File: src/logic/vism_source_map_regs.vh
// Register offsets, field positions, reset values and counts of the source map.
`ifndef VISM_SOURCE_MAP_REGS_VH
`define VISM_SOURCE_MAP_REGS_VH
`define VISM_NUM_VEC        7'h38
`define VISM_NUM_PRIO_WORDS 5'h0E
`define VISM_SRC_PER_WORD   3'h4
`define VISM_FLAG_BITS_HI   5'h18
`define VISM_OFF_FLAG0      8'h00
`define VISM_OFF_FLAG1      8'h04
`define VISM_OFF_EN0        8'h10
`define VISM_OFF_EN1        8'h14
`define VISM_OFF_PRIO_FIRST 8'h40
`define VISM_OFF_PRIO_LAST  8'h74
`define VISM_OFF_VEC_BASE   8'h80
`define VISM_OFF_PENDING    8'h84
`define VISM_OFF_EVT_STAT   8'h88
`define VISM_OFF_EVT_MASK   8'h8C
`define VISM_PRIO_WMASK     32'h1F1F_1F1F
`define VISM_PRIO_LSB       2
`define VISM_SUB_LSB        0
`define VISM_SLOT_STRIDE    8
`define VISM_RST_VEC_BASE   32'h0000_0000
`define VISM_VEC_SPACING    32'h0000_0020
`define VISM_PERSIST_MASK   56'hE3_FE10_0000_0000
`define VISM_EVT_FLAG_SET   0
`define VISM_EVT_NEW_VEC    1
`define VISM_EVT_BITS       2
`endif

File: src/logic/vism_source_map.v
// Vectored interrupt source map with AHB-Lite register access.
// Function
// - handler address is base plus vector times one fixed spacing.
// - each source has flag, enable, 3-bit priority, 2-bit subpriority; timer is 0.
// - four sources per priority word at [4:2]/[1:0] up to [28:26]/[25:24].
// - flags and enables packed 32 per word; vector 32 is bit 0 of word 1.
// - software interrupts on vectors 1,2; external pins 0-4 on vectors 3-7.
// - port change notifications on vectors 8 to 11 in port order.
// - the three general timers on vectors 17, 18 and 19.
// - comparators on vectors 23, 24 and 25.
// - combined USB interrupt on vector 29, not persistent.
// - conversion done on vector 33, after calendar alarm on 32.
// - supply level detector on vector 36, persistent.
// - logic cells on vectors 37 to 40 in cell order.
// - three SPI modules, error/transmit/receive, vectors 41 to 49, persistent.
// - first UART receive 53, transmit 54, error 55, persistent.
// - reserved vectors keep all bit positions, no source, not persistent.
//
// Decided for this implementation: the address map and register access over AHB-Lite.
`include "vism_source_map_regs.vh"
module vism_source_map #(
  parameter NVEC = 56,
  parameter NPW  = 14
) (
  input  wire        ref_clk,
  input  wire        rst,
  input  wire        hsel,
  input  wire [31:0] haddr,
  input  wire [1:0]  htrans,
  input  wire        hwrite,
  input  wire [2:0]  hsize,
  input  wire [31:0] hwdata,
  input  wire        hready,
  output reg  [31:0] hrdata,
  output reg         hreadyout,
  output reg         hresp,
  input  wire        core_timer_req,
  input  wire [1:0]  core_sw_req,
  input  wire [4:0]  ext_pin_req,
  input  wire [3:0]  gpio_change_req,
  input  wire [2:0]  general_timer_req,
  input  wire [2:0]  comparator_req,
  input  wire        usb_req,
  input  wire        calendar_alarm_req,
  input  wire        adc_done_req,
  input  wire        supply_level_detector_req,
  input  wire [3:0]  logic_cell_req,
  input  wire [8:0]  spi_req,
  input  wire [2:0]  uart1_req,
  output reg         irq_req_r,
  output reg  [5:0]  irq_vector_r,
  output reg  [2:0]  irq_prio_r,
  output reg  [1:0]  irq_subprio_r,
  output reg  [31:0] irq_handler_r,
  output reg         irq_out_r
);
  //////////////////////////////////////////////////////////////////////////
  // Source vector assembly.
  wire [NVEC-1:0] src;

  assign src[0]     = core_timer_req;
  assign src[2:1]   = core_sw_req;
  assign src[7:3]   = ext_pin_req;
  assign src[11:8]  = gpio_change_req;
  assign src[16:12] = 5'h00;
  assign src[19:17] = general_timer_req;
  assign src[22:20] = 3'h0;
  assign src[25:23] = comparator_req;
  assign src[28:26] = 3'h0;
  assign src[29]    = usb_req;
  assign src[31:30] = 2'h0;
  assign src[32]    = calendar_alarm_req;
  assign src[33]    = adc_done_req;
  assign src[35:34] = 2'h0;
  assign src[36]    = supply_level_detector_req;
  assign src[40:37] = logic_cell_req;
  assign src[49:41] = spi_req;
  assign src[52:50] = 3'h0;
  assign src[55:53] = uart1_req;

  //////////////////////////////////////////////////////////////////////////
  // Bus front end.
  wire       bus_take;
  reg        wr_pend_r;
  reg  [7:0] wr_addr_r;
  reg  [7:0] rd_addr_r;
  reg  [1:0] rd_stage_r;
  wire [5:0] wr_widx;
  wire       wr_hit_prio;
  wire       rd_hit_prio;

  assign bus_take    = hsel && htrans[1] && hready;
  assign wr_widx     = wr_addr_r[7:2];
  assign wr_hit_prio = (wr_addr_r >= `VISM_OFF_PRIO_FIRST) &&
                       (wr_addr_r <= `VISM_OFF_PRIO_LAST);
  assign rd_hit_prio = (rd_addr_r >= `VISM_OFF_PRIO_FIRST) &&
                       (rd_addr_r <= `VISM_OFF_PRIO_LAST);

  // The pending flag is an argument so that combinational users of this
  // decode are re-evaluated whenever it changes.
  function wr_at;
    input       pend_in;
    input [7:0] a;
    input [7:0] off;
    begin
      wr_at = pend_in && (a == off);
    end
  endfunction

  // Reads wait two cycles so that a write landing on the same edge as the
  // read's address phase is already visible in the memory output.
  always @(posedge ref_clk) begin
    if (rst) begin
      wr_pend_r  <= 1'b0;
      wr_addr_r  <= 8'h00;
      rd_addr_r  <= 8'h00;
      rd_stage_r <= 2'h0;
      hreadyout  <= 1'b1;
      hresp      <= 1'b0;
    end else begin
      wr_pend_r <= bus_take && hwrite && (haddr[31:8] == 24'h00_0000);
      if (bus_take) begin
        wr_addr_r <= {haddr[7:2], 2'b00};
      end
      if (bus_take && !hwrite) begin
        rd_addr_r  <= (haddr[31:8] == 24'h00_0000) ?
                      {haddr[7:2], 2'b00} : 8'hFC;
        rd_stage_r <= 2'h1;
        hreadyout  <= 1'b0;
      end else if (rd_stage_r == 2'h1) begin
        rd_stage_r <= 2'h2;
      end else if (rd_stage_r == 2'h2) begin
        rd_stage_r <= 2'h0;
        hreadyout  <= 1'b1;
      end
    end
  end

  //////////////////////////////////////////////////////////////////////////
  // Flags, enables, vector base and event registers.
  reg  [NVEC-1:0]            flag_r;
  reg  [NVEC-1:0]            flag_nxt;
  reg  [NVEC-1:0]            en_r;
  reg  [NVEC-1:0]            src_d_r;
  reg  [31:0]                vec_base_r;
  reg  [`VISM_EVT_BITS-1:0]  evt_stat_r;
  reg  [`VISM_EVT_BITS-1:0]  evt_mask_r;
  reg  [`VISM_EVT_BITS-1:0]  evt_nxt;
  wire [NVEC-1:0]            hw_set;
  wire [NVEC-1:0]            pend;
  wire                       new_vec;

  // Edge sources flag once per rising request; persistent ones keep
  // flagging every cycle while the request is high.
  assign hw_set = (src & `VISM_PERSIST_MASK) |
                  (src & ~src_d_r & ~`VISM_PERSIST_MASK);
  assign pend   = flag_r & en_r;

  always @* begin
    flag_nxt = flag_r;
    if (wr_at(wr_pend_r, wr_addr_r, `VISM_OFF_FLAG0)) begin
      flag_nxt[31:0] = hwdata;
    end
    if (wr_at(wr_pend_r, wr_addr_r, `VISM_OFF_FLAG1)) begin
      flag_nxt[NVEC-1:32] = hwdata[`VISM_FLAG_BITS_HI-1:0];
    end
    // A hardware set in the clearing cycle wins over the clear.
    flag_nxt = flag_nxt | hw_set;
  end

  always @* begin
    evt_nxt = evt_stat_r;
    if (wr_at(wr_pend_r, wr_addr_r, `VISM_OFF_EVT_STAT)) begin
      evt_nxt = evt_stat_r & ~hwdata[`VISM_EVT_BITS-1:0];
    end
    evt_nxt[`VISM_EVT_FLAG_SET] = evt_nxt[`VISM_EVT_FLAG_SET] |
                                  (|(hw_set & ~flag_r));
    evt_nxt[`VISM_EVT_NEW_VEC]  = evt_nxt[`VISM_EVT_NEW_VEC] | new_vec;
  end

  always @(posedge ref_clk) begin
    if (rst) begin
      flag_r     <= {NVEC{1'b0}};
      en_r       <= {NVEC{1'b0}};
      src_d_r    <= {NVEC{1'b0}};
      vec_base_r <= `VISM_RST_VEC_BASE;
      evt_stat_r <= {`VISM_EVT_BITS{1'b0}};
      evt_mask_r <= {`VISM_EVT_BITS{1'b0}};
      irq_out_r  <= 1'b0;
    end else begin
      flag_r     <= flag_nxt;
      src_d_r    <= src;
      evt_stat_r <= evt_nxt;
      irq_out_r  <= |(evt_nxt & evt_mask_r);
      if (wr_at(wr_pend_r, wr_addr_r, `VISM_OFF_EN0)) begin
        en_r[31:0] <= hwdata;
      end
      if (wr_at(wr_pend_r, wr_addr_r, `VISM_OFF_EN1)) begin
        en_r[NVEC-1:32] <= hwdata[`VISM_FLAG_BITS_HI-1:0];
      end
      if (wr_at(wr_pend_r, wr_addr_r, `VISM_OFF_VEC_BASE)) begin
        vec_base_r <= hwdata;
      end
      if (wr_at(wr_pend_r, wr_addr_r, `VISM_OFF_EVT_MASK)) begin
        evt_mask_r <= hwdata[`VISM_EVT_BITS-1:0];
      end
    end
  end

  //////////////////////////////////////////////////////////////////////////
  // Priority store, cleared word by word after reset.
  reg  [3:0]  clr_idx_r;
  reg         clr_busy_r;
  reg  [3:0]  scan_idx_r;
  reg  [3:0]  eval_idx_r;
  wire [31:0] bus_prio_rdata;
  wire [31:0] scan_word;
  wire        mem_we;
  wire [3:0]  mem_waddr;
  wire [31:0] mem_wdata;

  // Bus writes to the priority words are dropped during the short clearing sweep after reset.
  assign mem_we    = clr_busy_r || (wr_pend_r && wr_hit_prio);
  assign mem_waddr = clr_busy_r ? clr_idx_r : wr_widx[3:0];
  assign mem_wdata = clr_busy_r ? 32'h0000_0000 :
                     (hwdata & `VISM_PRIO_WMASK);

  always @(posedge ref_clk) begin
    if (rst) begin
      clr_idx_r  <= 4'h0;
      clr_busy_r <= 1'b1;
    end else if (clr_busy_r) begin
      clr_idx_r <= clr_idx_r + 4'h1;
      if (clr_idx_r == NPW[3:0] - 4'h1) begin
        clr_busy_r <= 1'b0;
      end
    end
  end

  vism_prio_mem #(
    .WIDTH (32),
    .DEPTH (NPW),
    .AW    (4)
  ) u_prio_mem (
    .ref_clk   (ref_clk),
    .we        (mem_we),
    .waddr     (mem_waddr),
    .wdata     (mem_wdata),
    .raddr_a   (rd_addr_r[5:2]),
    .rdata_a_r (bus_prio_rdata),
    .raddr_b   (scan_idx_r),
    .rdata_b_r (scan_word)
  );

  //////////////////////////////////////////////////////////////////////////
  // Arbitration scan: one priority word per cycle, result after each pass.
  function [4:0] slot_field;
    input [31:0] word;
    input [1:0]  slot;
    begin
      slot_field = word[slot * `VISM_SLOT_STRIDE +: 5];
    end
  endfunction

  reg        best_ok_r;
  reg  [5:0] best_vec_r;
  reg  [4:0] best_key_r;
  reg        cand_ok;
  reg  [5:0] cand_vec;
  reg  [4:0] cand_key;
  reg  [5:0] v;
  reg  [4:0] key;
  integer    k;

  // Higher priority, then higher subpriority wins; ties go to the lower
  // vector because sources are visited in ascending order.
  always @* begin
    v        = 6'h00;
    key      = 5'h00;
    cand_ok  = (eval_idx_r == 4'h0) ? 1'b0 : best_ok_r;
    cand_vec = (eval_idx_r == 4'h0) ? 6'h00 : best_vec_r;
    cand_key = (eval_idx_r == 4'h0) ? 5'h00 : best_key_r;
    for (k = 0; k < 4; k = k + 1) begin
      v   = {eval_idx_r, k[1:0]};
      key = slot_field(scan_word, k[1:0]);
      if (pend[v] && (!cand_ok || key > cand_key)) begin
        cand_ok  = 1'b1;
        cand_vec = v;
        cand_key = key;
      end
    end
  end

  assign new_vec = (eval_idx_r == NPW[3:0] - 4'h1) && cand_ok &&
                   (!irq_req_r || cand_vec != irq_vector_r);

  always @(posedge ref_clk) begin
    if (rst) begin
      scan_idx_r    <= 4'h0;
      eval_idx_r    <= 4'h0;
      best_ok_r     <= 1'b0;
      best_vec_r    <= 6'h00;
      best_key_r    <= 5'h00;
      irq_req_r     <= 1'b0;
      irq_vector_r  <= 6'h00;
      irq_prio_r    <= 3'h0;
      irq_subprio_r <= 2'h0;
      irq_handler_r <= 32'h0000_0000;
    end else begin
      scan_idx_r <= (scan_idx_r == NPW[3:0] - 4'h1) ? 4'h0 :
                    scan_idx_r + 4'h1;
      eval_idx_r <= scan_idx_r;
      best_ok_r  <= cand_ok;
      best_vec_r <= cand_vec;
      best_key_r <= cand_key;
      if (eval_idx_r == NPW[3:0] - 4'h1) begin
        irq_req_r     <= cand_ok;
        irq_vector_r  <= cand_vec;
        irq_prio_r    <= cand_key[4:2];
        irq_subprio_r <= cand_key[1:0];
        irq_handler_r <= vec_base_r +
                         ({26'h000_0000, cand_vec} * `VISM_VEC_SPACING);
      end
    end
  end

  //////////////////////////////////////////////////////////////////////////
  // Read data, loaded in the last wait cycle of a read.
  reg [31:0] rd_word;

  always @* begin
    case (rd_addr_r)
      `VISM_OFF_FLAG0:    rd_word = flag_r[31:0];
      `VISM_OFF_FLAG1:    rd_word = {8'h00, flag_r[NVEC-1:32]};
      `VISM_OFF_EN0:      rd_word = en_r[31:0];
      `VISM_OFF_EN1:      rd_word = {8'h00, en_r[NVEC-1:32]};
      `VISM_OFF_VEC_BASE: rd_word = vec_base_r;
      `VISM_OFF_PENDING:  rd_word = {16'h0000, irq_req_r, 4'h0,
                                     irq_prio_r, irq_subprio_r,
                                     irq_vector_r};
      `VISM_OFF_EVT_STAT: rd_word = {30'h0000_0000, evt_stat_r};
      `VISM_OFF_EVT_MASK: rd_word = {30'h0000_0000, evt_mask_r};
      default:            rd_word = rd_hit_prio ? bus_prio_rdata :
                                    32'h0000_0000;
    endcase
  end

  always @(posedge ref_clk) begin
    if (rst) begin
      hrdata <= 32'h0000_0000;
    end else if (rd_stage_r == 2'h2) begin
      hrdata <= rd_word;
    end
  end
endmodule // vism_source_map

File: src/logic/vism_prio_mem.v
// Priority word store with one write port and two registered read ports.
module vism_prio_mem #(
  parameter WIDTH = 32,
  parameter DEPTH = 14,
  parameter AW    = 4
) (
  input  wire             ref_clk,
  input  wire             we,
  input  wire [AW-1:0]    waddr,
  input  wire [WIDTH-1:0] wdata,
  input  wire [AW-1:0]    raddr_a,
  output reg  [WIDTH-1:0] rdata_a_r,
  input  wire [AW-1:0]    raddr_b,
  output reg  [WIDTH-1:0] rdata_b_r
);
  reg [WIDTH-1:0] mem_r [0:DEPTH-1];

  // Contents are not reset; the top clears every word after reset.
  always @(posedge ref_clk) begin
    if (we) begin
      mem_r[waddr] <= wdata;
    end
    rdata_a_r <= mem_r[raddr_a];
    rdata_b_r <= mem_r[raddr_b];
  end
endmodule // vism_prio_mem

File: config.mk
export PLATFORM = sky130hd
export DESIGN_NAME = vism_source_map
export DESIGN_NICKNAME = d
export VERILOG_FILES = /design/src/logic/vism_source_map.v /design/src/logic/vism_prio_mem.v
export VERILOG_INCLUDE_DIRS = /design/src /design/src/logic
export SDC_FILE = /design/constraint.sdc
export NUM_CORES = 1
export LEC_CHECK = 0
export BUFFER_PORTS_ARGS = -buffer_cell sky130_fd_sc_hd__clkbuf_2
export CORE_ASPECT_RATIO = 1.2
export CORE_MARGIN = 4
export CORE_UTILIZATION = 56
export DETAILED_ROUTE_END_ITERATION = 6
export PLACE_DENSITY = 0.77
export SETUP_SLACK_MARGIN = 0.4
export SLEW_MARGIN = 10
export SYNTH_ARGS = -nofsm -noshare
export SYNTH_HDL_FRONTEND = slang
export SYNTH_SLANG_ARGS = --single-unit
File: constraint.sdc
create_clock -name ref_clk -period 10.6 [get_ports ref_clk]
set_input_delay 1.06 -clock ref_clk [delete_from_list [all_inputs] [get_ports ref_clk]]
set_output_delay 1.06 -clock ref_clk [all_outputs]
set_load 0.1 [all_outputs]
==> qor_table.md <==
| Quantity | This run |
|:---|:---|
| Fraction of layout cells with a size suffix above 1 | 20.6% |
| Number of maximum-capacitance constraint violations | 0 |
| Growth of design area from synthesis to finish | 12.3% |
| Worst path depth | 49 |
| Placed instance count | 3153 |
| Leading area contributor after synthesis | sky130_fd_sc_hd__edfxtp_1 |
| Aggregate global-route resource usage | 32.4% |
| # DRC | 0 |
| Transition time at the pin with the least slew margin | 1.33 ns |
| Synth area leaders | sky130_fd_sc_hd__edfxtp_1, sky130_fd_sc_hd__dfxtp_1, sky130_fd_sc_hd__mux4_2 |
| Syn Std Cell Area | 27700 sq um |
| Proportion of synthesized flip-flops having asynchronous set or reset | 0% |
| Hold Violations, Final | 0 |
| Crit. Startpoint | eval_idx_r[0] |
| Worst Path Class, Setup | flop to flop |
| Final setup violation count | 0 |
| H-tree level count | 2 |
| Routed len/inst | 27.0 um |
| Reg-to-reg slack, setup | 1.14 ns |
| Internal Dissipation | 3930 uW |
| Outcome | complete, no violations |
| Clock buffers created by TritonCTS | 57 |
| Number of antenna violations at the first check in global routing | 2 |
| CP arrival | 10.02 ns |
| Cell with the biggest individual delay on the critical path | sky130_fd_sc_hd__dfxtp_1 |
| Sum of routed wire length over all layers | 88.2 mm |
| Synthesized flop and latch total | 611 |
| Cell mode on critical path | sky130_fd_sc_hd__ha_1 |
| Switching share of power | 24.6% |
| Data required time of the critical path | 11.17 ns |
| Post-CTS clock slew at the launch and capture registers of the worst setup and hold paths | 0.06 ns |
| Longest Clk Path Bufs | 3 |
| Static power due to leakage | 0.0109 uW |
| Clock sink count | 611 |
| Crit Path Max Fanout | 9 |
| Width of the die | 211 um |
| Post-Synthesis Net Count | 2629 |
| P per Cell Area | 167 nW/um^2 |
| Sw power | 1280 uW |
| Routability cong. | 0.953 |
| Synth warnings | 0 |
| Global route overflow | 0 |
| Predominant post-synthesis flop cell | sky130_fd_sc_hd__dfxtp_1 |
| Clock share of power | 40.8% |
| Worst setup SP type | flop |
| Worst path bufs/invs | 4 |
| Leading cell types in the layout, fill and taps excluded | sky130_fd_sc_hd__nand2_1, sky130_fd_sc_hd__dfxtp_1, sky130_fd_sc_hd__edfxtp_1 |
| Clock tree from TritonCTS | done |
| Share of Yosys cell area claimed by the top area cell type | 30.3% |
| Post-detailed-placement half-perimeter wirelength | 57.6 mm |
| Total Nets Final | 2730 |
| RSZ-0062 raised after global routing | no |
| Final critical-path required period | 9.46 ns |
| Clk Latency, worst-skew pair | 0.66 ns |
| Sequential fraction of the synthesis area | 54.2% |
| Largest net degree at the start of global routing | 139 |
| Post-Place Cell Area | 29100 sq um |
| Post-route standard cell area excluding fillers | 31200 sq um |
| Starting density of the core | 56.5% |
| Vertical extent of the die | 252 um |
| CTS root buffer | sky130_fd_sc_hd__clkbuf_16 |
| Total core area | 49100 sq um |
| Antenna Nets Post-Route | 0 |
| Average via count per standard cell | 6.66 |
| Final clock period utilization by the worst path | 89.2% |
| Crit path to | irq_handler_r[27] |
| Mean instance size in the synthesized netlist | 11.2 sq um |
| Largest incremental delay on the critical path | 0.43 ns |
| Relative slew margins | 11.4% |
| Overall die area | 53200 sq um |
| Placement row count | 89 |
| Count of routing violations after the opening detailed-route iteration | 2956 |
| Start point of the worst hold path | irq_handler_r[10] |
| R2r worst-path depth | 49 |
| EDFF count, synth | 280 |
| Cell family with most CP delay | compound AO/OA/AOI/OAI gates |
| Port bufs | 183 |
| Final total negative setup slack | 0 ns |
| Leading cell type in the layout, fill and taps excluded | sky130_fd_sc_hd__nand2_1 |
| Maximum clock frequency | 106 MHz |
| Post-synthesis instance total | 2484 |
| Critical path endpoint category | flop |
| VDD IR-drop max | 146 uV |
| Launch instance of the worst register-to-register path | eval_idx_r[0] |
| Largest clock skew in the final design | 0.0352 ns |
| Count of cell types in the netlist | 77 |
| Via total after detailed routing | 21.8k |
| Detailed-routing iteration count for the pre-antenna-repair pass | 7 |
| Portion of total power attributed to sequential cells | 50.3% |
| WHS | 0.454 ns |
| First-pass GRT wire length | 130 mm |
| Combinational share of power | 9.0% |
| Max Slew Vio Count | 0 |
| Non-filler instance count after layout | 3268 |
| I/O pin count | 191 |
| R2R Path End | irq_handler_r[27] |
| Vias in the first global route | 21.2k |
| Hold/Removal Path Class | flop to flop |
[power groups by stage]
stage	registers [uW]	logic [uW]	clock network (uW)
after CTS	2610	451	2130
after global routing	2620	495	2230
after floorplan	2610	313	0
after global placement	2660	434	0
final	2620	466	2120
after detailed placement	2660	446	0
[worst min path at each step]
stage / end / slack, ns / cells after the start
after floorplan: en_r[49] / 0.44 / 2
after global placement: irq_handler_r[9] / 0.45 / 2
after detailed placement: irq_handler_r[9] / 0.45 / 2
after CTS: irq_handler_r[9] / 0.46 / 2
after global routing: irq_handler_r[0] / 0.48 / 2
final: irq_handler_r[10] / 0.45 / 2
[per-layer routing]
layer	share of wire, %	GRT usage (%)	routed length (um)
met2	48	53.3	42400
met1	34	38.2	29700
met4	9.0	23.1	7970
met3	9.2	5.91	8150
met5	0	0	0
[logic make-up after synthesis]
family,Yosys count,share of synthesized area [%]
xor gates and xnor gates,29,0.916
and+or+nand+nor,797,13.1
DFF,611,54.2
buffers and inverters,239,3.37
adders and majority gates,33,1.52
muxes,229,14.1
AOI/OAI and AO/OA,545,12.9
other,1,0.0135
[timing repair]
item | 4_1_cts | 5_1_grt
hold endpoints to repair | 0 | 0
buffers inserted | 0 | 10
endpoints found under the setup margin | 0 | 21
hold buffers | 0 | 0
gates resized for setup | 0 | 7
[sequential cells by signal, summed over array words and instances (netlist names), 3 cells and up]
| name | count |
|---|---|
| vec_base_r | 32 |
| wr_addr_r | 6 |
| rd_addr_r | 6 |
| u_prio_mem.rdata_b_r | 20 |
| flag_r | 56 |
| irq_vector_r | 6 |
| u_prio_mem.mem_r | 280 |
| clr_idx_r | 4 |
| en_r | 56 |
| u_prio_mem.rdata_a_r | 20 |
| hrdata | 32 |
| best_key_r | 5 |
| scan_idx_r | 4 |
| irq_handler_r | 32 |
| irq_prio_r | 3 |
| src_d_r | 25 |
| eval_idx_r | 4 |
| best_vec_r | 6 |
[synthesized netlist by cell type (4+ instances only)]
master / count
sky130_fd_sc_hd__a211oi_1: 53
sky130_fd_sc_hd__a21o_1: 7
sky130_fd_sc_hd__a21oi_1: 210
sky130_fd_sc_hd__a221oi_1: 28
sky130_fd_sc_hd__a222oi_1: 24
sky130_fd_sc_hd__a22o_1: 7
sky130_fd_sc_hd__a22oi_1: 12
sky130_fd_sc_hd__a311oi_1: 31
sky130_fd_sc_hd__a31oi_1: 50
sky130_fd_sc_hd__and2_1: 9
sky130_fd_sc_hd__and3_1: 37
sky130_fd_sc_hd__and3b_1: 6
sky130_fd_sc_hd__buf_1: 21
sky130_fd_sc_hd__buf_2: 7
sky130_fd_sc_hd__clkbuf_1: 150
sky130_fd_sc_hd__dfxtp_1: 331
sky130_fd_sc_hd__edfxtp_1: 280
sky130_fd_sc_hd__ha_1: 32
sky130_fd_sc_hd__inv_1: 56
sky130_fd_sc_hd__mux2_2: 54
sky130_fd_sc_hd__mux2i_1: 52
sky130_fd_sc_hd__mux4_2: 122
sky130_fd_sc_hd__nand2_1: 375
sky130_fd_sc_hd__nand2b_1: 29
sky130_fd_sc_hd__nand3_1: 36
sky130_fd_sc_hd__nand3b_1: 6
sky130_fd_sc_hd__nand4_1: 5
sky130_fd_sc_hd__nor2_1: 168
sky130_fd_sc_hd__nor2b_1: 83
sky130_fd_sc_hd__nor3_1: 9
sky130_fd_sc_hd__nor4_1: 11
sky130_fd_sc_hd__o211ai_1: 6
sky130_fd_sc_hd__o21a_1: 9
sky130_fd_sc_hd__o21ai_0: 48
sky130_fd_sc_hd__o21ai_1: 6
sky130_fd_sc_hd__o21bai_1: 5
sky130_fd_sc_hd__o22ai_1: 22
sky130_fd_sc_hd__or2_2: 4
sky130_fd_sc_hd__or3_1: 4
sky130_fd_sc_hd__xnor2_1: 19
sky130_fd_sc_hd__xor2_1: 10
[cell type report]
class | count | area, sq um
antenna | 1 | 2.50
clock buffer | 80 | 1590
clock inverter | 24 | 328
fill | 3680 | 17900
inverter | 56 | 210
multi-input combinational | 1634 | 11900
sequential | 611 | 15100
tap | 637 | 797
timing repair buffer | 225 | 1240
[stage by stage]
step / util, % / total power (uW) / worst slack (ns)
floorplan: - / 2920 / 1.82
global placement: 59.3 / 3090 / 0.868
detailed placement: 59.3 / 3110 / 0.580
CTS: 63.2 / 5190 / 0.528
global route: 63.5 / 5350 / 0.386
finish: 63.5 / 5210 / 1.14
[worst register-to-register path, delay by kind of cell (launching register included)]
kind                     cells  cell delay (ns)
AO/OA/AOI/OAI               21             3.33
AND/OR/NAND/NOR             14             2.08
adder cells (fa/ha/maj)      5             1.40
multiplexers                 4             1.37
buffers and inverters        4             0.60
flip-flops                   1             0.43
XOR/XNOR                     1             0.17
Power figures use the tool's default switching activity.
